`src/shared/wit_cfg.svh`:
```
// register address, field positions, reset values and divider counts of the watch and interval timer
`ifndef WIT_CFG_SVH
`define WIT_CFG_SVH

`define WIT_MODE_ADDR 16'hFF6F
`define WIT_MODE_RST 8'h00
`define WIT_BIT_ENABLE 0
`define WIT_BIT_RUN 1
`define WIT_BIT_ALARM_LO 2
`define WIT_BIT_ALARM_HI 3
`define WIT_BIT_IVL_LO 4
`define WIT_BIT_IVL_HI 6
`define WIT_BIT_CLK_SEL 7
`define WIT_MAIN_DIV_W 7
`define WIT_MAIN_DIV_LAST 7'h7F
`define WIT_PRESC_W 11
`define WIT_CNT_W 5
`define WIT_FWX_TAP 9
`define WIT_IVL_BASE 4
`define WIT_ALARM_SHORT_LAST 5'h0F
`define WIT_ALARM_LONG_LAST 5'h1F
`define WIT_CLK_PERIOD_NS 40

`endif

```
`src/shared/wit_pkg.sv`:
```
// types of the watch and interval timer
package wit_pkg;

  // start sequence of the 5-bit counter, one-hot
  typedef enum logic [2:0] {
    WIT_CS_IDLE = 3'b001,
    WIT_CS_ARM  = 3'b010,
    WIT_CS_RUN  = 3'b100
  } wit_cnt_state_t;

  typedef logic [7:0] wit_byte_t;

endpackage

```
`src/wit_watch_timer.sv`:
```
// watch timer and interval timer with its mode register
// Function
// 11-bit prescaler on the watch clock feeds a 5-bit counter.
// watch clock is main oscillator/128 when select is 0, subsystem oscillator when 1.
// 3-bit field picks interval of 2^4 to 2^11 watch clock periods.
// interval interrupt repeats every selected period while enable is set.
// 2-bit field picks watch period 2^14, 2^13, 2^5 or 2^4.
// enable 0 stops and clears prescaler and counter.
// counter counts only with enable and run both set, else cleared.
// clearing run alone resets counter but keeps prescaler running.
// interval timer follows enable only, not the run bit.
// first watch interrupt delayed one prescaler output cycle, later ones exact; code delays it one watch clock cycle for 2^5 and 2^4 periods.
// mode register resets to zero, takes bit and byte writes, is readable.
// software keeps clock select and interval field stable while running.
// each interrupt is a one-cycle pulse in the system clock domain.
`timescale 1ns/100ps
`include "wit_cfg.svh"
module wit_watch_timer #(
  parameter int PRESC_W = `WIT_PRESC_W,
  parameter int CNT_W = `WIT_CNT_W
) (
  // clock and reset
  input wire logic clk_sys,
  input wire logic srst,
  // oscillator sources
  input wire logic main_osc_tick,
  input wire logic sub_osc_lvl,
  // cpu register port
  input wire logic [15:0] reg_addr,
  input wire logic reg_wr_en,
  input wire wit_pkg::wit_byte_t reg_wr_data,
  input wire logic reg_bit_wr,
  input wire logic [2:0] reg_bit_sel,
  input wire logic reg_bit_val,
  input wire logic reg_rd_en,
  output wit_pkg::wit_byte_t reg_rd_data,
  // interrupt requests
  output logic watch_irq,
  output logic interval_irq
);
  import wit_pkg::*;

  if (PRESC_W != `WIT_PRESC_W || CNT_W != `WIT_CNT_W) begin : g_chk
    $error("wit_watch_timer: prescaler must be 11 bits and counter 5 bits");
  end

  wit_byte_t watch_mode_reg_q;
  wit_byte_t watch_mode_reg_d;
  wit_byte_t rd_data_q;
  logic [PRESC_W-1:0] presc_q;
  logic [CNT_W-1:0] cnt_q;
  wit_cnt_state_t cnt_state_q;
  logic watch_irq_q;
  logic interval_irq_q;
  logic watch_tick;
  logic watch_enable;
  logic subcounter_run;
  logic count_clock_select;
  logic [1:0] alarm_period_sel;
  logic [2:0] interval_sel;
  logic run_ok;
  logic fwx_pulse;
  logic ivl_hit;
  logic cnt_inc;
  logic cnt_wrap;
  logic reg_hit;

  // true when the low n bits of the prescaler are all ones
  function automatic logic low_ones(input logic [PRESC_W-1:0] p, input int n);
    logic r;
    r = 1'b1;
    for (int i = 0; i < PRESC_W; i++) begin
      if (i < n && !p[i]) begin
        r = 1'b0;
      end
    end
    return r;
  endfunction

  // mode register fields
  assign watch_enable = watch_mode_reg_q[`WIT_BIT_ENABLE];
  assign subcounter_run = watch_mode_reg_q[`WIT_BIT_RUN];
  assign alarm_period_sel = watch_mode_reg_q[`WIT_BIT_ALARM_HI:`WIT_BIT_ALARM_LO];
  assign interval_sel = watch_mode_reg_q[`WIT_BIT_IVL_HI:`WIT_BIT_IVL_LO];
  assign count_clock_select = watch_mode_reg_q[`WIT_BIT_CLK_SEL];
  assign reg_hit = (reg_addr == `WIT_MODE_ADDR);

  // watch clock source, rising as one-cycle ticks
  wit_clk_sel i_wit_clk_sel (
    .clk_sys(clk_sys),
    .srst(srst),
    .main_osc_tick(main_osc_tick),
    .sub_osc_lvl(sub_osc_lvl),
    .use_sub(count_clock_select),
    .watch_tick_q(watch_tick)
  );

  // next mode value from a byte write or a single-bit write
  always_comb begin
    watch_mode_reg_d = watch_mode_reg_q;
    if (reg_hit && reg_wr_en) begin
      watch_mode_reg_d = reg_wr_data;
    end else if (reg_hit && reg_bit_wr) begin
      watch_mode_reg_d[reg_bit_sel] = reg_bit_val;
    end
  end

  // mode register
  always_ff @(posedge clk_sys) begin
    if (srst) begin
      watch_mode_reg_q <= `WIT_MODE_RST;
    end else begin
      watch_mode_reg_q <= watch_mode_reg_d;
    end
  end

  // registered read data, zero for other addresses
  always_ff @(posedge clk_sys) begin
    if (srst) begin
      rd_data_q <= `WIT_MODE_RST;
    end else if (reg_rd_en && reg_hit) begin
      rd_data_q <= watch_mode_reg_q;
    end else begin
      rd_data_q <= '0;
    end
  end

  // 11-bit prescaler, held at zero while disabled
  always_ff @(posedge clk_sys) begin
    if (srst || !watch_enable) begin
      presc_q <= '0;
    end else if (watch_tick) begin
      presc_q <= presc_q + 1'b1;
    end
  end

  // counter clock: watch clock itself for short periods, prescaler 2^9 output otherwise
  assign fwx_pulse = watch_tick && watch_enable &&
    (alarm_period_sel[1] || low_ones(presc_q, `WIT_FWX_TAP));
  assign ivl_hit = watch_tick && watch_enable &&
    low_ones(presc_q, `WIT_IVL_BASE + int'(interval_sel));
  assign run_ok = watch_enable && subcounter_run;
  assign cnt_inc = fwx_pulse && (cnt_state_q == WIT_CS_RUN);
  assign cnt_wrap = alarm_period_sel[0] ? (cnt_q[3:0] == 4'(`WIT_ALARM_SHORT_LAST)) :
    (cnt_q == `WIT_ALARM_LONG_LAST);

  // start sequence: first counter clock only arms the counter
  always_ff @(posedge clk_sys) begin
    if (srst || !run_ok) begin
      cnt_state_q <= WIT_CS_IDLE;
    end else begin
      case (cnt_state_q)
        WIT_CS_IDLE: cnt_state_q <= WIT_CS_ARM;
        WIT_CS_ARM: begin
          if (fwx_pulse) begin
            cnt_state_q <= WIT_CS_RUN;
          end
        end
        WIT_CS_RUN: cnt_state_q <= WIT_CS_RUN;
        default: cnt_state_q <= WIT_CS_IDLE;
      endcase
    end
  end

  // 5-bit counter, cleared whenever enable or run is low
  always_ff @(posedge clk_sys) begin
    if (srst || !run_ok) begin
      cnt_q <= '0;
    end else if (cnt_inc) begin
      cnt_q <= cnt_q + 1'b1;
    end
  end

  // one-cycle interrupt pulses
  always_ff @(posedge clk_sys) begin
    if (srst) begin
      watch_irq_q <= 1'b0;
      interval_irq_q <= 1'b0;
    end else begin
      watch_irq_q <= cnt_inc && cnt_wrap;
      interval_irq_q <= ivl_hit;
    end
  end

  assign watch_irq = watch_irq_q;
  assign interval_irq = interval_irq_q;
  assign reg_rd_data = rd_data_q;

  // checks
  a_reset_mode_clear: assert property (@(posedge clk_sys) $past(srst) && !srst |-> watch_mode_reg_q == 8'h00)
    else $error("mode register not zero after reset");
  a_byte_write_store: assert property (@(posedge clk_sys) disable iff (srst)
    reg_wr_en && reg_hit |=> watch_mode_reg_q == $past(reg_wr_data))
    else $error("byte write not stored");
  a_disable_clears: assert property (@(posedge clk_sys) disable iff (srst)
    !watch_enable |=> presc_q == '0 && cnt_q == '0 && !interval_irq)
    else $error("disabled timer not cleared");
  a_run_clear_cnt: assert property (@(posedge clk_sys) disable iff (srst)
    !subcounter_run && watch_enable && watch_tick |=> cnt_q == '0 && presc_q == $past(presc_q) + 1'b1)
    else $error("run clear wrong");
  a_presc_step: assert property (@(posedge clk_sys) disable iff (srst)
    watch_enable && watch_tick ##1 watch_enable |-> presc_q == $past(presc_q) + 1'b1)
    else $error("prescaler did not step");
  a_irq_single_pulse: assert property (@(posedge clk_sys) disable iff (srst)
    watch_irq_q |=> !watch_irq_q)
    else $error("watch interrupt longer than one cycle");
  a_ivl_single_pulse: assert property (@(posedge clk_sys) disable iff (srst)
    interval_irq_q |=> !interval_irq_q)
    else $error("interval interrupt longer than one cycle");
  a_interval_cause: assert property (@(posedge clk_sys) disable iff (srst)
    interval_irq_q |-> $past(watch_tick) && $past(watch_enable) &&
    $past(low_ones(presc_q, `WIT_IVL_BASE + int'(interval_sel))))
    else $error("interval interrupt without tap");
  a_watch_cause: assert property (@(posedge clk_sys) disable iff (srst)
    watch_irq_q |-> $past(run_ok) && $past(cnt_wrap) && $past(cnt_state_q) == WIT_CS_RUN)
    else $error("watch interrupt without counter wrap");
  a_first_arm: assert property (@(posedge clk_sys) disable iff (srst)
    cnt_state_q == WIT_CS_ARM && fwx_pulse && run_ok |=> cnt_q == '0 && cnt_state_q == WIT_CS_RUN)
    else $error("first counter clock was counted");
endmodule

```
`src/wit_clk_sel.sv`:
```
// watch clock tick generator: main oscillator divided by 128 or subsystem oscillator edge
`timescale 1ns/100ps
`include "wit_cfg.svh"
module wit_clk_sel (
  // clock and reset
  input wire logic clk_sys,
  input wire logic srst,
  // oscillator sources
  input wire logic main_osc_tick,
  input wire logic sub_osc_lvl,
  // selection and result
  input wire logic use_sub,
  output logic watch_tick_q
);
  logic [`WIT_MAIN_DIV_W-1:0] div_q;
  logic sub_lvl_q;

  // free running divide-by-128 of main oscillator ticks
  always_ff @(posedge clk_sys) begin
    if (srst) begin
      div_q <= '0;
    end else if (main_osc_tick) begin
      div_q <= div_q + 1'b1;
    end
  end

  // previous subsystem level for rising edge detection
  always_ff @(posedge clk_sys) begin
    if (srst) begin
      sub_lvl_q <= 1'b0;
    end else begin
      sub_lvl_q <= sub_osc_lvl;
    end
  end

  // one-cycle watch clock tick from the selected source
  always_ff @(posedge clk_sys) begin
    if (srst) begin
      watch_tick_q <= 1'b0;
    end else if (use_sub) begin
      watch_tick_q <= sub_osc_lvl & ~sub_lvl_q;
    end else begin
      watch_tick_q <= main_osc_tick && (div_q == `WIT_MAIN_DIV_LAST);
    end
  end
endmodule

```
`config.mk`:
```
export PLATFORM = sky130hd
export DESIGN_NAME = wit_watch_timer
export DESIGN_NICKNAME = d
export VERILOG_FILES = /design/src/shared/wit_pkg.sv /design/src/wit_watch_timer.sv /design/src/wit_clk_sel.sv
export VERILOG_INCLUDE_DIRS = /design/src /design/src/shared
export SDC_FILE = /design/constraint.sdc
export NUM_CORES = 1
export LEC_CHECK = 0
export BUFFER_PORTS_ARGS = -buffer_cell sky130_fd_sc_hd__buf_2
export CAP_MARGIN = 10
export CELL_PAD_IN_SITES_DETAIL_PLACEMENT = 0
export CELL_PAD_IN_SITES_GLOBAL_PLACEMENT = 2
export CORE_MARGIN = 10
export CORE_UTILIZATION = 30
export CTS_BUF_LIST = sky130_fd_sc_hd__clkbuf_8
export CTS_CLUSTER_SIZE = 10
export DETAILED_ROUTE_END_ITERATION = 7
export GPL_TIMING_DRIVEN = 0
export PLACE_DENSITY_LB_ADDON = 0.1
export SYNTH_ARGS = -nofsm -noshare
export SYNTH_HDL_FRONTEND = slang
export SYNTH_HIERARCHICAL = 1
export SYNTH_SLANG_ARGS = --single-unit
```
`constraint.sdc`:
```
create_clock -name clk_sys -period 1.7 [get_ports clk_sys]
set_input_delay 0.085 -clock clk_sys [delete_from_list [all_inputs] [get_ports clk_sys]]
set_output_delay 0.085 -clock clk_sys [all_outputs]
set_load 0.03 [all_outputs]
```
---- Yosys cells after proc, flatten, opt, wreduce, memory -nomap -nowiden ----
Index checks and enable logic that the tools add are counted.
W data, S select, Z words.
storage, ports and cells
  output and inout bits ................... 10
  ROM bits ................................ 0
  word-level logic and storage cells ...... 107
  input bits .............................. 35
  memories ................................ 0
  bits in latches ......................... 0
  bits in registers ....................... 46
  RAM bits ................................ 0
operators by class
  multiply operators ...................... 0
  reduce and logical (&&, ||, !) cells .... 40
  equality and inequality tests ........... 8
  divide/modulo/power cells ............... 0
  shift operators ......................... 0
  muxes and demuxes ....................... 29
  bitwise operators ....................... 3
  add/sub/neg operators ................... 4
  magnitude comparators ................... 13
operators with widths
  operator                 count
  $mux W1                  23
  $logic_and A1 B1 Y1      22
  $eq A16 B16 Y1 const B   1
  $lt A3 B4 Y1 const A     4
  $mux W8                  2
  $logic_not A1 Y1         13
  $lt A4 B4 Y1 const A     3
  $add A11 B1 Y11 const B  1
  $pmux W3 S3              1
  $bwmux W8                1
  $lt A1 B4 Y1 const A     2
  $lt A2 B4 Y1 const A     2
  $add A7 B1 Y7 const B    1
  $eq A7 B7 Y1 const B     1
  $add A5 B1 Y5 const B    1
  $eq A5 B5 Y1 const B     1
  $add A3 B3 Y4 const A    1
  $eq A4 B4 Y1 const B     1
  $lt A3 B4 Y1 const B     1
  $demux W1 S3             1
  $eq A3 B1 Y1 const B     1
  $eq A3 B2 Y1 const B     1
  $eq A3 B3 Y1 const B     1
  $ge A3 B1 Y1 const B     1
  7 further kinds          10

---- Longest topological paths before layout ----
Gate-level depths: netlist (run 1).
  depth in word-level cells ............... 15
  gate-level depth with buffers ........... 5

---- Cells and area by module ----
The synthesis (run 1) kept the hierarchy.
modules (own cells, without submodules)
  module           instances  area an instance (um^2)  cells each
  wit_watch_timer  1          1,828.0                  208
  wit_clk_sel      1          376.6                    39

---- Worst setup path after synthesis (run 1) ----
Ideal clock, no wire load.
  path kind ............................... register -> register
  start point ............................. register presc_q[0]
  end point ............................... register cnt_q[3]
  path slack .............................. 0.086 ns
  buffers on the path ..................... 0
  library setup time ...................... 0.070 ns
  arrival ................................. 1.544 ns
  period minus slack after synthesis ...... 1.614 ns
  stages on the path, launching flop included .. 6
  path through ............................ dfxtp_1 ha_1 ha_1 a41oi_1 or4_1 a21oi_1
between the ends
  longest elaborated chain between the ends .. 12
ends and longest elaborated chain
  what                      line                    source
  start: declaration        wit_watch_timer.sv:50   logic [PRESC_W-1:0] presc_q;
  start signal: assignment  wit_watch_timer.sv:133  presc_q <= presc_q + 1'b1;
  $mux W1 (9 in a row)      wit_watch_timer.sv:73   if (i < n && !p[i]) begin
  $logic_or A1 B1 Y1        wit_watch_timer.sv:139  (alarm_period_sel[1] || low_ones(presc_q, `WIT_FWX_TAP));
  $logic_and A1 B1 Y1       wit_watch_timer.sv:138  assign fwx_pulse = watch_tick && watch_enable &&
  $logic_and A1 B1 Y1       wit_watch_timer.sv:143  assign cnt_inc = fwx_pulse && (cnt_state_q == WIT_CS_RUN);
  end signal: assignment    wit_watch_timer.sv:170  cnt_q <= cnt_q + 1'b1;
  end: declaration          wit_watch_timer.sv:51   logic [CNT_W-1:0] cnt_q;
No other way between the ends.
A chain may end at the register's enable or synchronous reset.

---- Worst setup path after layout (run 1) ----
Ends and elaborated chain as after synthesis.

==> flow_summary.yaml, run 1 <==
status:
  outcome: "finished clean"
global_route:
  track_usage: 0.100
  globalRoute.totalOverflow: 0
  grt_first_pass_wirelength_um: 9290
  maximum_number_of_pins_on_one_net_before_global_route_repair: 14
  first_global_vias: 1972
  antenna_violations_before_repair: 0
setup_path:
  crit_path_max_fanout: 4
  worstPathArrival_ns: 1.84
  r2r_cells: 5
  worst-setup-path-type: "flop to flop"
  regToRegStartpoint: "presc_q[0]"
  critical_path.endpoint_type: "flop"
  critPathLaunch: "presc_q[0]"
  startpoint_type: "flop"
  cp_data_required_time_ns: 1.93
final_layout:
  area_delta_synth_final_pct: 23.7
  post_route_cells_drive_above_1_share: 0.248
  layoutNonFillerInstCount: 401
  num_antenna_cells: 0
  layout.nets: 341
placed_design:
  dpl_worst_slack_ns: -0.173
  port_buffers: 43
  dp.cells: 389
  detail_placement_hpwl_um: 4220
  gp_congestion: 0.717
power:
  leakage_uw: 0.00112
  power.density_cell_area_nw_per_um2: 733
  worst_ir_drop_vdd_uv: 286
sta:
  setup_violations: 0
  slew_headroom: 0.368
  worst_slew_pin_tran_ns: 0.941
  post-route-period-util: 0.946
  slew_violations: 0
  timing.fmax_mhz: 622
  rsz0062_at_grt: "no"
  finalCriticalPeriod_ns: 1.61
  final.setup_skew_ns: 0.00614
  final.setup.worst_slack_ns: 0.0912
  timing_hold_violations_final: 0
logic_synthesis:
  postSynthAreaPerCell_um2: 8.93
  synth.lib_cells_used.distinct: 44
  ys_warn_count: 6
  ffs_w_async_s_r_synth: 0
  ys_seq_area_frac: 0.418
  netlist_area_um2: 2200
  post_synth_inst_count: 247
  synth_flop_cell: "sky130_fd_sc_hd__dfxtp_1"
  synth.net_count: 287
  yosys_register_bits: 46
  synth_enable_flop_cells: 0
floorplan:
  pin_count: 45
  core_area_um2: 7210
  floorplan.rows: 31
  die_height_um: 106
  die_x_um: 106
  initial_standard_cell_utilization_of_the_core: 0.306
  die_area_um2: 11200
flow_run:
  maxCapViolCount: 0
drt:
  post_drt_wl_per_cell_um: 13.7
  detailed_route_vias_per_instance: 4.74
  antenna_nets_post_route: 0
  initialDrtViolationCount: 46
  drt_drc_violations_left: 0
  routed-via-count: 1899
  drt-total-wl_um: 5510
  drt-pass1-iter-count: 4
cts:
  tritoncts_clock_tree: "yes"
  clock_tree.root_cell: "sky130_fd_sc_hd__clkbuf_8"
  clkSlewWorstSetupHoldPaths_ns: 0.09
  deepest_level_of_the_cts_h_tree: 2
  clk_latency_ns: 0.30
  cts_made_buffers: 5
  clock_path_buffers: 2
  clock_sinks: 46
min_path:
  min-delay-start: "sub_osc_lvl"
  min_path_cells: 2
  hold_path.class: "input port to flop"
==> metrics by stage <==
step | hold WS [ns] | power (uW) | util | TNS, ns | area [um2]
floorplan | 0.231 | 1170 | - | 0 | 2200
global placement | 0.347 | 1230 | 0.353 | -0.223 | 2540
detailed placement | 0.344 | 1240 | 0.353 | -0.417 | 2540
CTS | 0.0365 | 2030 | 0.373 | 0 | 2690
global route | 0.0402 | 2100 | 0.378 | 0 | 2730
finish | 0.0357 | 2000 | 0.378 | 0 | 2730
==> flip-flops by register name, summed over array words and instances, names as in the netlist <==
| signal | cells |
|---|---|
| cnt_q | 5 |
| cnt_state_q | 3 |
| i_wit_clk_sel/div_q | 7 |
| i_wit_clk_sel/sub_lvl_q | 1 |
| i_wit_clk_sel/watch_tick_q | 1 |
| interval_irq | 1 |
| presc_q | 11 |
| reg_rd_data | 8 |
| watch_irq | 1 |
| watch_mode_reg_q | 8 |
==> cells in the mapped netlist, types with 2 or more instances <==
cell,n,area share
sky130_fd_sc_hd__a41o_1,2,0.0091
sky130_fd_sc_hd__a41oi_1,2,0.0079
sky130_fd_sc_hd__nand3_1,7,0.016
sky130_fd_sc_hd__and2_1,9,0.026
sky130_fd_sc_hd__dfxtp_1,46,0.42
sky130_fd_sc_hd__xnor2_1,5,0.020
sky130_fd_sc_hd__a31oi_1,6,0.017
sky130_fd_sc_hd__nor2b_1,7,0.020
sky130_fd_sc_hd__or4_1,3,0.010
sky130_fd_sc_hd__a21oi_1,17,0.039
sky130_fd_sc_hd__or3_1,7,0.020
sky130_fd_sc_hd__nand2_1,20,0.034
sky130_fd_sc_hd__o21bai_1,5,0.017
sky130_fd_sc_hd__o21ai_0,13,0.030
sky130_fd_sc_hd__nor4_1,4,0.011
sky130_fd_sc_hd__nand4_1,7,0.020
sky130_fd_sc_hd__nand2b_1,2,0.0057
sky130_fd_sc_hd__nand4b_4,2,0.022
sky130_fd_sc_hd__and3_1,2,0.0057
sky130_fd_sc_hd__buf_2,4,0.0091
sky130_fd_sc_hd__nor3_1,5,0.011
sky130_fd_sc_hd__o211a_1,7,0.032
sky130_fd_sc_hd__mux2i_1,5,0.023
sky130_fd_sc_hd__nor2_1,18,0.031
sky130_fd_sc_hd__inv_1,11,0.019
sky130_fd_sc_hd__ha_1,5,0.028
sky130_fd_sc_hd__a211oi_1,2,0.0068
sky130_fd_sc_hd__xor2_1,5,0.020
sky130_fd_sc_hd__clkbuf_1,4,0.0068
==> metal layers <==
layer,global-route usage,share of wire
met1,0.120,0.47
met2,0.167,0.48
met3,0.0335,0.040
met4,0.0261,0.011
met5,0,0
==> worst max-delay path, cell delays in order (launching register included) <==
cell and delay [ns]:
sky130_fd_sc_hd__dfxtp_2 0.36, sky130_fd_sc_hd__ha_2 0.21, sky130_fd_sc_hd__ha_4 0.16, sky130_fd_sc_hd__a41oi_4 0.15
sky130_fd_sc_hd__or4_1 0.52, sky130_fd_sc_hd__a21oi_1 0.15
==> cell families after synthesis <==
kind of cell / Yosys count / share of synthesized area
buffers and inverters: 21 / 0.0414
flip-flops: 46 / 0.418
AO/OA/AOI/OAI: 59 / 0.178
adder cells (fa/ha/maj): 5 / 0.0284
XOR/XNOR: 10 / 0.0397
AND/OR/NAND/NOR: 100 / 0.267
multiplexers: 6 / 0.0278
==> timing repair <==
action                     in CTS  in global routing
pin swaps                       0                  2
buffers inserted                1                  3
hold buffers                    0                  0
gates resized for setup         6                  6
setup endpoints to repair       5                  2
==> final cells by class <==
cell class | instances | area [um2]
Multi-Input combinational cell | 180 | 1230
Inverter | 11 | 41.3
Clock buffer | 5 | 68.8
Sequential cell | 46 | 927
Tap cell | 99 | 124
Buffer | 10 | 50.0
Timing Repair Buffer | 47 | 245
Clock inverter | 3 | 37.5
Fill cell | 801 | 4490
==> cell usage in the layout (no fill, tap or decap), types with 6 or more instances in the layout <==
cell,Yosys,routed
sky130_fd_sc_hd__and2_1,9,9
sky130_fd_sc_hd__o211a_1,7,7
sky130_fd_sc_hd__nor2b_1,7,7
sky130_fd_sc_hd__o21ai_0,13,13
sky130_fd_sc_hd__buf_2,4,47
sky130_fd_sc_hd__nand2_1,20,20
sky130_fd_sc_hd__nand4_1,7,7
sky130_fd_sc_hd__nor2_1,18,18
sky130_fd_sc_hd__nand3_1,7,7
sky130_fd_sc_hd__a31oi_1,6,6
sky130_fd_sc_hd__a21oi_1,17,17
sky130_fd_sc_hd__inv_1,11,13
sky130_fd_sc_hd__or3_1,7,7
sky130_fd_sc_hd__dfxtp_1,46,41
==> worst paths after layout <==
path                             end  slack, ns
max                         cnt_q[3]       0.09
min reg2reg           cnt_state_q[1]       0.48
max reg2reg                 cnt_q[3]       0.09
min          i_wit_clk_sel/sub_lvl_q       0.04
==> report_power, final <==
part | leakage [uW] | total (uW) | switching [uW] | internal [uW]
Combinational | 0.000683 | 120 | 62.6 | 57.3
Sequential | 0.000374 | 1090 | 5.41 | 1080
Clock | 0.0000607 | 791 | 363 | 428
Note: power is estimated with default switching activity, not from simulation.
==> run 2, diff against run 1 <==
--- a/config.mk
+++ b/config.mk
@@ -6,17 +6,19 @@
 export SDC_FILE = /design/constraint.sdc
 export NUM_CORES = 1
 export LEC_CHECK = 0
+export ABC_AREA = 1
 export BUFFER_PORTS_ARGS = -buffer_cell sky130_fd_sc_hd__buf_2
 export CAP_MARGIN = 10
 export CELL_PAD_IN_SITES_DETAIL_PLACEMENT = 0
 export CELL_PAD_IN_SITES_GLOBAL_PLACEMENT = 2
 export CORE_MARGIN = 10
-export CORE_UTILIZATION = 30
+export CORE_UTILIZATION = 28
 export CTS_BUF_LIST = sky130_fd_sc_hd__clkbuf_8
 export CTS_CLUSTER_SIZE = 10
 export DETAILED_ROUTE_END_ITERATION = 7
 export GPL_TIMING_DRIVEN = 0
 export PLACE_DENSITY_LB_ADDON = 0.1
+export SLEW_MARGIN = 20
 export SYNTH_ARGS = -nofsm -noshare
 export SYNTH_HDL_FRONTEND = slang
 export SYNTH_HIERARCHICAL = 1
==> run 2 against run 1 <==
Clock skew barely moved. Maximum frequency is 6.7% higher. Critical path depth is 5 higher. Combinational power is 9% higher. Register-to-register slack better by 0.10 ns. Synthesized area is 7.0% higher. Synthesized cell count rose by 43%. Worst hold slack worse by 0.024 ns. Die area up 12%. Global-route usage shrank 0.41 points. Clock power is 0.9% lower. Critical endpoint is now cnt_q[2]. Largest cell class unchanged.
==> flow_summary.yaml, run 2 <==
status:
  outcome: "finished clean"
final_layout:
  post_route_cells_drive_above_1_share: 0.171
  area_delta_synth_final_pct: 19.1
  largest_register_ff_count: 11
  num_antenna_cells: 0
  commonest_non_fill_non_tap_cells_in_the_layout: "84 x sky130_fd_sc_hd__nand2_1, 61 x sky130_fd_sc_hd__nor2_1, 46 x sky130_fd_sc_hd__inv_1, 45 x sky130_fd_sc_hd__dfxtp_1, 44 x sky130_fd_sc_hd__buf_2"
  layoutNonFillerInstCount: 508
  regArea_um2: 922
  layout.filler_cells: 933
  regMostFlops: "presc_q"
  final_common_cell: "sky130_fd_sc_hd__nand2_1"
  multiInputGateArea_um2: 1240
  layout.nets: 442
drt:
  drt-total-wl_um: 5970
  routed-via-count: 2238
  initialDrtViolationCount: 68
  detailed_route_vias_per_instance: 4.41
  drt-pass1-iter-count: 4
  drt_drc_violations_left: 0
  antenna_nets_post_route: 0
  post_drt_wl_per_cell_um: 11.8
logic_synthesis:
  synth.lib_cells_used.distinct: 33
  post_synth_inst_count: 353
  cell_taking_the_most_area_after_synthesis: "sky130_fd_sc_hd__dfxtp_1"
  postSynthAreaPerCell_um2: 6.68
  synth.net_count: 393
  synthMostInstantiatedCell: "sky130_fd_sc_hd__nand2_1"
  netlist.area_leader.share: 0.390
  yosys_register_bits: 46
  ys_warn_count: 6
  ys_top_cells_by_area: "sky130_fd_sc_hd__dfxtp_1 39%, sky130_fd_sc_hd__nand2_1 13%, sky130_fd_sc_hd__nor2_1 9.9%, sky130_fd_sc_hd__inv_1 7.0%, sky130_fd_sc_hd__nand3_1 6.8%"
  synth_enable_flop_cells: 0
  ys_seq_area_frac: 0.390
  synth_flop_cell: "sky130_fd_sc_hd__dfxtp_1"
  ffs_w_async_s_r_synth: 0
  synth_top_cells_by_count: "84 x sky130_fd_sc_hd__nand2_1, 62 x sky130_fd_sc_hd__nor2_1, 46 x sky130_fd_sc_hd__dfxtp_1"
  netlist_area_um2: 2360
sta:
  final.setup_skew_ns: 0.00582
  finalCriticalPeriod_ns: 1.51
  timing_hold_violations_final: 0
  timing.fmax_mhz: 663
  rsz0062_at_grt: "no"
  slew_headroom: 0.675
  post-route-period-util: 0.887
  setup_violations: 0
  timing.setup.tns_ns: 0
  worst_slew_pin_tran_ns: 0.488
  slew_violations: 0
cts:
  clkSlewWorstSetupHoldPaths_ns: 0.08
  cts_made_buffers: 5
  tritoncts_clock_tree: "yes"
  postCtsSetupBuffers: 0
  clk_latency_ns: 0.29
  clock_path_buffers: 2
  clock_tree.root_cell: "sky130_fd_sc_hd__clkbuf_8"
  clock_sinks: 46
  deepest_level_of_the_cts_h_tree: 2
placed_design:
  detail_placement_hpwl_um: 4760
  port_buffers: 42
  gp_congestion: 0.832
  dp.cells: 500
global_route:
  globalRouteMet2Util: 0.151
  first_global_vias: 2221
  globalRoute.totalOverflow: 0
  fraction_of_met3_tracks_used_by_global_routing: 0.0247
  maximum_number_of_pins_on_one_net_before_global_route_repair: 14
  antenna_violations_before_repair: 0
  top_usage_layer: "met2"
  track_usage: 0.0959
  met1_usage: 0.123
  grt_first_pass_wirelength_um: 10300
floorplan:
  pin_count: 45
  die_area_um2: 12500
  die_height_um: 112
  core_area_um2: 8220
  die_x_um: 112
  initial_standard_cell_utilization_of_the_core: 0.287
  floorplan.rows: 33
min_path:
  min_path_cells: 3
  hold_path_end: "i_wit_clk_sel/sub_lvl_q"
  hold_path.class: "input port to flop"
  min-delay-start: "sub_osc_lvl"
setup_path:
  regToRegStartpoint: "presc_q[1]"
  critical_path.cell_chain: "ha_1 > ha_1 > nand2_1 > nor2_2 > nand2_2 > nand2_4 > nand3_4 > clkinv_2 > nand3b_1 > a21oi_1"
  critical_path.slowest_cell: "sky130_fd_sc_hd__dfxtp_1"
  r2r_cells: 10
  dominant_cell_type_by_count_on_the_critical_path: "sky130_fd_sc_hd__ha_1"
  crit_path_max_fanout: 7
  timing.reg2reg.setup_slack_ns: 0.19
  critical-path-top-delay-family: "simple AND/OR/NAND/NOR gates"
  worstPathArrival_ns: 1.73
  regToRegEndpoint: "cnt_q[2]"
  cpPeakStageDelay_ns: 0.36
  cp_data_required_time_ns: 1.92
  startpoint_type: "flop"
  worst-setup-path-type: "flop to flop"
  critical_path.endpoint_type: "flop"
  path_buf_inv: 1
power:
  clock_power_share: 0.392
  power.share.switching: 0.219
  cellInternalPower_uw: 1560
  power.density_cell_area_nw_per_um2: 712
  combPwrFrac: 0.065
  worst_ir_drop_vdd_uv: 253
  seq_power_share: 0.543
  net-switching-power_uw: 439
  leakage_uw: 0.00125
flow_run:
  maxCapViolCount: 0
[run 2: cell count changes in the layout (fill, tap and decap cells not counted), sizes merged, moves of 7 or more]
cell,change
nor2,+48
buf,-8
nand3,+26
or3,-7
inv,+35
nand2,+69
and2,-9
nor2b,-7
o211a,-7
[run 2: worst max path at each step]
| stage | from | to | slack, ns | depth (start not counted) |
|---|---|---|---|---|
| floorplan | presc_q[0] | cnt_q[3] | 0.32 | 9 |
| global placement | presc_q[0] | cnt_q[2] | 0.16 | 10 |
| detailed placement | presc_q[0] | cnt_q[2] | 0.17 | 11 |
| CTS | presc_q[0] | cnt_q[2] | 0.14 | 10 |
| global route | presc_q[1] | presc_q[10] | 0.02 | 7 |
| finish | presc_q[1] | cnt_q[2] | 0.19 | 10 |
[run 2: per-stage QoR]
stage / total power [uW] / hold slack (ns) / utilization / area [um2] / setup slack (ns)
6_report: 2000 / 0.0119 / 0.342 / 2810 / 0.192
5_1_grt: 2090 / 0.0146 / 0.342 / 2810 / 0.0245
4_1_cts: 2040 / 0.00349 / 0.342 / 2810 / 0.137
3_5_place_dp: 1240 / 0.327 / 0.329 / 2700 / 0.167
3_3_place_gp: 1240 / 0.329 / 0.329 / 2700 / 0.159
2_1_floorplan: 1180 / 0.154 / - / 2360 / 0.323
[run 2: metal layers]
layer | routed length (um) | part of all wire
met4 | 96 | 0.016
met5 | 0 | 0
met1 | 3010 | 0.50
met2 | 2610 | 0.44
met3 | 243 | 0.041
[run 2: power groups by stage]
stage / Clock (uW) / Sequential, uW / Combinational, uW
global route: 855 / 1090 / 152
global placement: 0 / 1110 / 133
finish: 784 / 1090 / 131
detailed placement: 0 / 1110 / 132
floorplan: 0 / 1110 / 64.5
CTS: 823 / 1090 / 132
[run 2: kinds of logic (layout without fill, tap and decap cells)]
| logic type | after synthesis | after routing | synth area share |
|---|---|---|---|
| buf+inv | 51 | 101 | 0.0843 |
| fa+ha+maj | 5 | 5 | 0.0265 |
| xor+xnor | 4 | 4 | 0.0148 |
| compound gates | 40 | 40 | 0.0970 |
| simple gates | 207 | 207 | 0.387 |
| flops | 46 | 46 | 0.390 |
[run 2: cell type report]
type                            instances  area share
Multi-Input combinational cell        256       0.442
Sequential cell                        46       0.328
Timing Repair Buffer                   42      0.0748
Inverter                               47      0.0632
Tap cell                              105      0.0467
Clock buffer                            5      0.0245
Clock inverter                          3      0.0134
Buffer                                  4     0.00757
[run 2: what timing repair did]
item                                    in CTS  in global routing
gates resized for setup                      0                  3
endpoints found under the setup margin       0                  4
hold buffers                                 0                  0
[run 2: tightest hold or removal path: stages]
cell and delay [ns]:
sky130_fd_sc_hd__buf_2 0.10, sky130_fd_sc_hd__inv_1 0.04, sky130_fd_sc_hd__nor2_1 0.04
==> run 3, diff against run 2 <==
--- a/config.mk
+++ b/config.mk
@@ -17,7 +17,7 @@
 export CTS_CLUSTER_SIZE = 10
 export DETAILED_ROUTE_END_ITERATION = 7
 export GPL_TIMING_DRIVEN = 0
-export PLACE_DENSITY_LB_ADDON = 0.1
+export PLACE_DENSITY = 0.84
 export SLEW_MARGIN = 20
 export SYNTH_ARGS = -nofsm -noshare
 export SYNTH_HDL_FRONTEND = slang
==> run 3 against run 2 <==
Non-clock buffer count stayed put. Highest routed layer unchanged. Cell area is 0.13% higher. Critical path depth stayed put. Via count is 0.40% higher. Largest cell class unchanged. Sequential power hardly changed.
==> flow_summary.yaml, run 3 (same netlist as run 2, synthesis figures left out) <==
setup_path:
  critical_path.endpoint_type: "flop"
  cpPeakStageDelay_ns: 0.36
  startpoint_type: "flop"
  setup.worst_path.end: "cnt_q[2]"
  regToRegStartpoint: "presc_q[1]"
  cp_data_required_time_ns: 1.93
  critPathLaunch: "presc_q[1]"
  critical_path.slowest_cell: "sky130_fd_sc_hd__dfxtp_1"
  r2r_cells: 10
  dominant_cell_type_by_count_on_the_critical_path: "sky130_fd_sc_hd__ha_1"
  worstPathArrival_ns: 1.77
  timing.reg2reg.setup_slack_ns: 0.16
  regToRegEndpoint: "cnt_q[2]"
  critical_path.cell_chain: "ha_1 > ha_1 > nand2_1 > nor2_1 > nand2_2 > nand2_4 > nand3_4 > clkinv_2 > nand3b_1 > a21oi_1"
  worst-setup-path-type: "flop to flop"
  crit_path_max_fanout: 7
flow_run:
  maxCapViolCount: 0
sta:
  post-route-period-util: 0.906
  finalCriticalPeriod_ns: 1.54
  timing.setup.tns_ns: 0
  worst_slew_pin_tran_ns: 0.454
  setup_violations: 0
  rsz0062_at_grt: "no"
  timing_hold_violations_final: 0
  timing.fmax_mhz: 649
  slew_headroom: 0.698
  timing.hold.ws_ns: 0.0191
  final.setup_skew_ns: 0.00749
  slew_violations: 0
cts:
  postCtsSetupBuffers: 0
  cts_made_buffers: 5
  clkSlewWorstSetupHoldPaths_ns: 0.09
  clock_path_buffers: 2
  tritoncts_clock_tree: "yes"
  cts-resized-gates: 0
  clk_latency_ns: 0.30
  clock_sinks: 46
  total_of_hold_buffers_inserted_after_clock_tree_synthesis: 0
  clock_tree.root_cell: "sky130_fd_sc_hd__clkbuf_8"
  deepest_level_of_the_cts_h_tree: 2
floorplan:
  pin_count: 45
  initial_standard_cell_utilization_of_the_core: 0.287
  floorplan.rows: 33
  die_x_um: 112
  core_area_um2: 8220
  die_area_um2: 12500
  die_height_um: 112
drt:
  drt-pass1-iter-count: 4
  post_drt_wl_per_cell_um: 11.2
  detailed_route_vias_per_instance: 4.42
  drt-total-wl_um: 5710
  drt_drc_violations_left: 0
  antenna_nets_post_route: 0
  routed-via-count: 2247
  initialDrtViolationCount: 64
final_layout:
  commonest_non_fill_non_tap_cells_in_the_layout: "84 x sky130_fd_sc_hd__nand2_1, 62 x sky130_fd_sc_hd__nor2_1, 45 x sky130_fd_sc_hd__dfxtp_1, 44 x sky130_fd_sc_hd__inv_1, 44 x sky130_fd_sc_hd__buf_2"
  post_route_cells_drive_above_1_share: 0.174
  regMostFlops: "presc_q"
  final_common_cell: "sky130_fd_sc_hd__nand2_1"
  area_delta_synth_final_pct: 19.3
  layoutNonFillerInstCount: 508
  layout.nets: 442
  num_antenna_cells: 0
  largest_register_ff_count: 11
placed_design:
  detail_placement_hpwl_um: 4610
  dp.cells: 500
  port_buffers: 42
  gp_congestion: 0.793
global_route:
  globalRoute.totalOverflow: 0
  track_usage: 0.0920
  antenna_violations_before_repair: 0
  grt_first_pass_wirelength_um: 10000
  maximum_number_of_pins_on_one_net_before_global_route_repair: 16
  first_global_vias: 2256
power:
  worst_ir_drop_vdd_uv: 309
  leakage_uw: 0.00124
  power.share.switching: 0.227
  net-switching-power_uw: 462
  combPwrFrac: 0.063
  cellInternalPower_uw: 1580
  clock_power_share: 0.403
  power.density_cell_area_nw_per_um2: 723
  seq_power_share: 0.533
status:
  outcome: "finished clean"
min_path:
  hold_path.class: "input port to flop"
-- run 3: cell count changes in the layout (fill, tap and decap cells not counted) --
cell                       before  now
sky130_fd_sc_hd__clkinv_2       1    2
sky130_fd_sc_hd__inv_1         46   44
sky130_fd_sc_hd__inv_6          0    1
sky130_fd_sc_hd__nor2_1        61   62
sky130_fd_sc_hd__nor2_2         2    1
sky130_fd_sc_hd__o21ai_0        8    9
sky130_fd_sc_hd__o21ai_1        2    1
-- run 3: critical path, delay by kind of cell (launching register included) --
kind | cells | cell delay, ns
simple gates | 6 | 0.53
compound gates | 1 | 0.14
flops | 1 | 0.36
buf+inv | 1 | 0.11
fa+ha+maj | 2 | 0.33
-- run 3: routing by layer --
metal / GRT usage / wire length, um
met4: 0.0360 / 61
met2: 0.153 / 2650
met1: 0.109 / 2690
met5: 0 / 0
met3: 0.0258 / 303
-- run 3: how the worst min path moves through the flow --
stage / to / startpoint / depth (start not counted) / slack (ns)
floorplan: watch_mode_reg_q[2] / srst / 1 / 0.15
global placement: i_wit_clk_sel/sub_lvl_q / sub_osc_lvl / 3 / 0.33
detailed placement: i_wit_clk_sel/sub_lvl_q / sub_osc_lvl / 3 / 0.34
CTS: i_wit_clk_sel/sub_lvl_q / sub_osc_lvl / 3 / 0.007
global route: i_wit_clk_sel/sub_lvl_q / sub_osc_lvl / 3 / 0.008
finish: i_wit_clk_sel/sub_lvl_q / sub_osc_lvl / 3 / 0.02
-- run 3: per-stage QoR --
stage / setup WS [ns] / utilization / power, uW / area (um2)
6_report: 0.159 / 0.343 / 2040 / 2820
3_3_place_gp: 0.175 / 0.329 / 1240 / 2700
5_1_grt: 0.00745 / 0.343 / 2130 / 2820
2_1_floorplan: 0.323 / - / 1180 / 2360
3_5_place_dp: 0.159 / 0.329 / 1240 / 2700
4_1_cts: 0.102 / 0.342 / 2070 / 2810
-- run 3: power by group through the flow --
stage / Sequential (uW) / Clock, uW / Combinational, uW
6_report: 1090 / 821 / 129
5_1_grt: 1090 / 896 / 149
4_1_cts: 1090 / 856 / 131
3_5_place_dp: 1110 / 0 / 131
3_3_place_gp: 1110 / 0 / 129
2_1_floorplan: 1110 / 0 / 64.5
-- run 3: final cells by class --
type	instances	area, um2
repair buffers	42	210
multi-input cells	256	1240
flip-flops and latches	46	922
clock inverters	3	43.8
inverters	47	178
well taps	105	131
clock buffers	5	68.8
fillers	898	5400
plain buffers	4	21.3
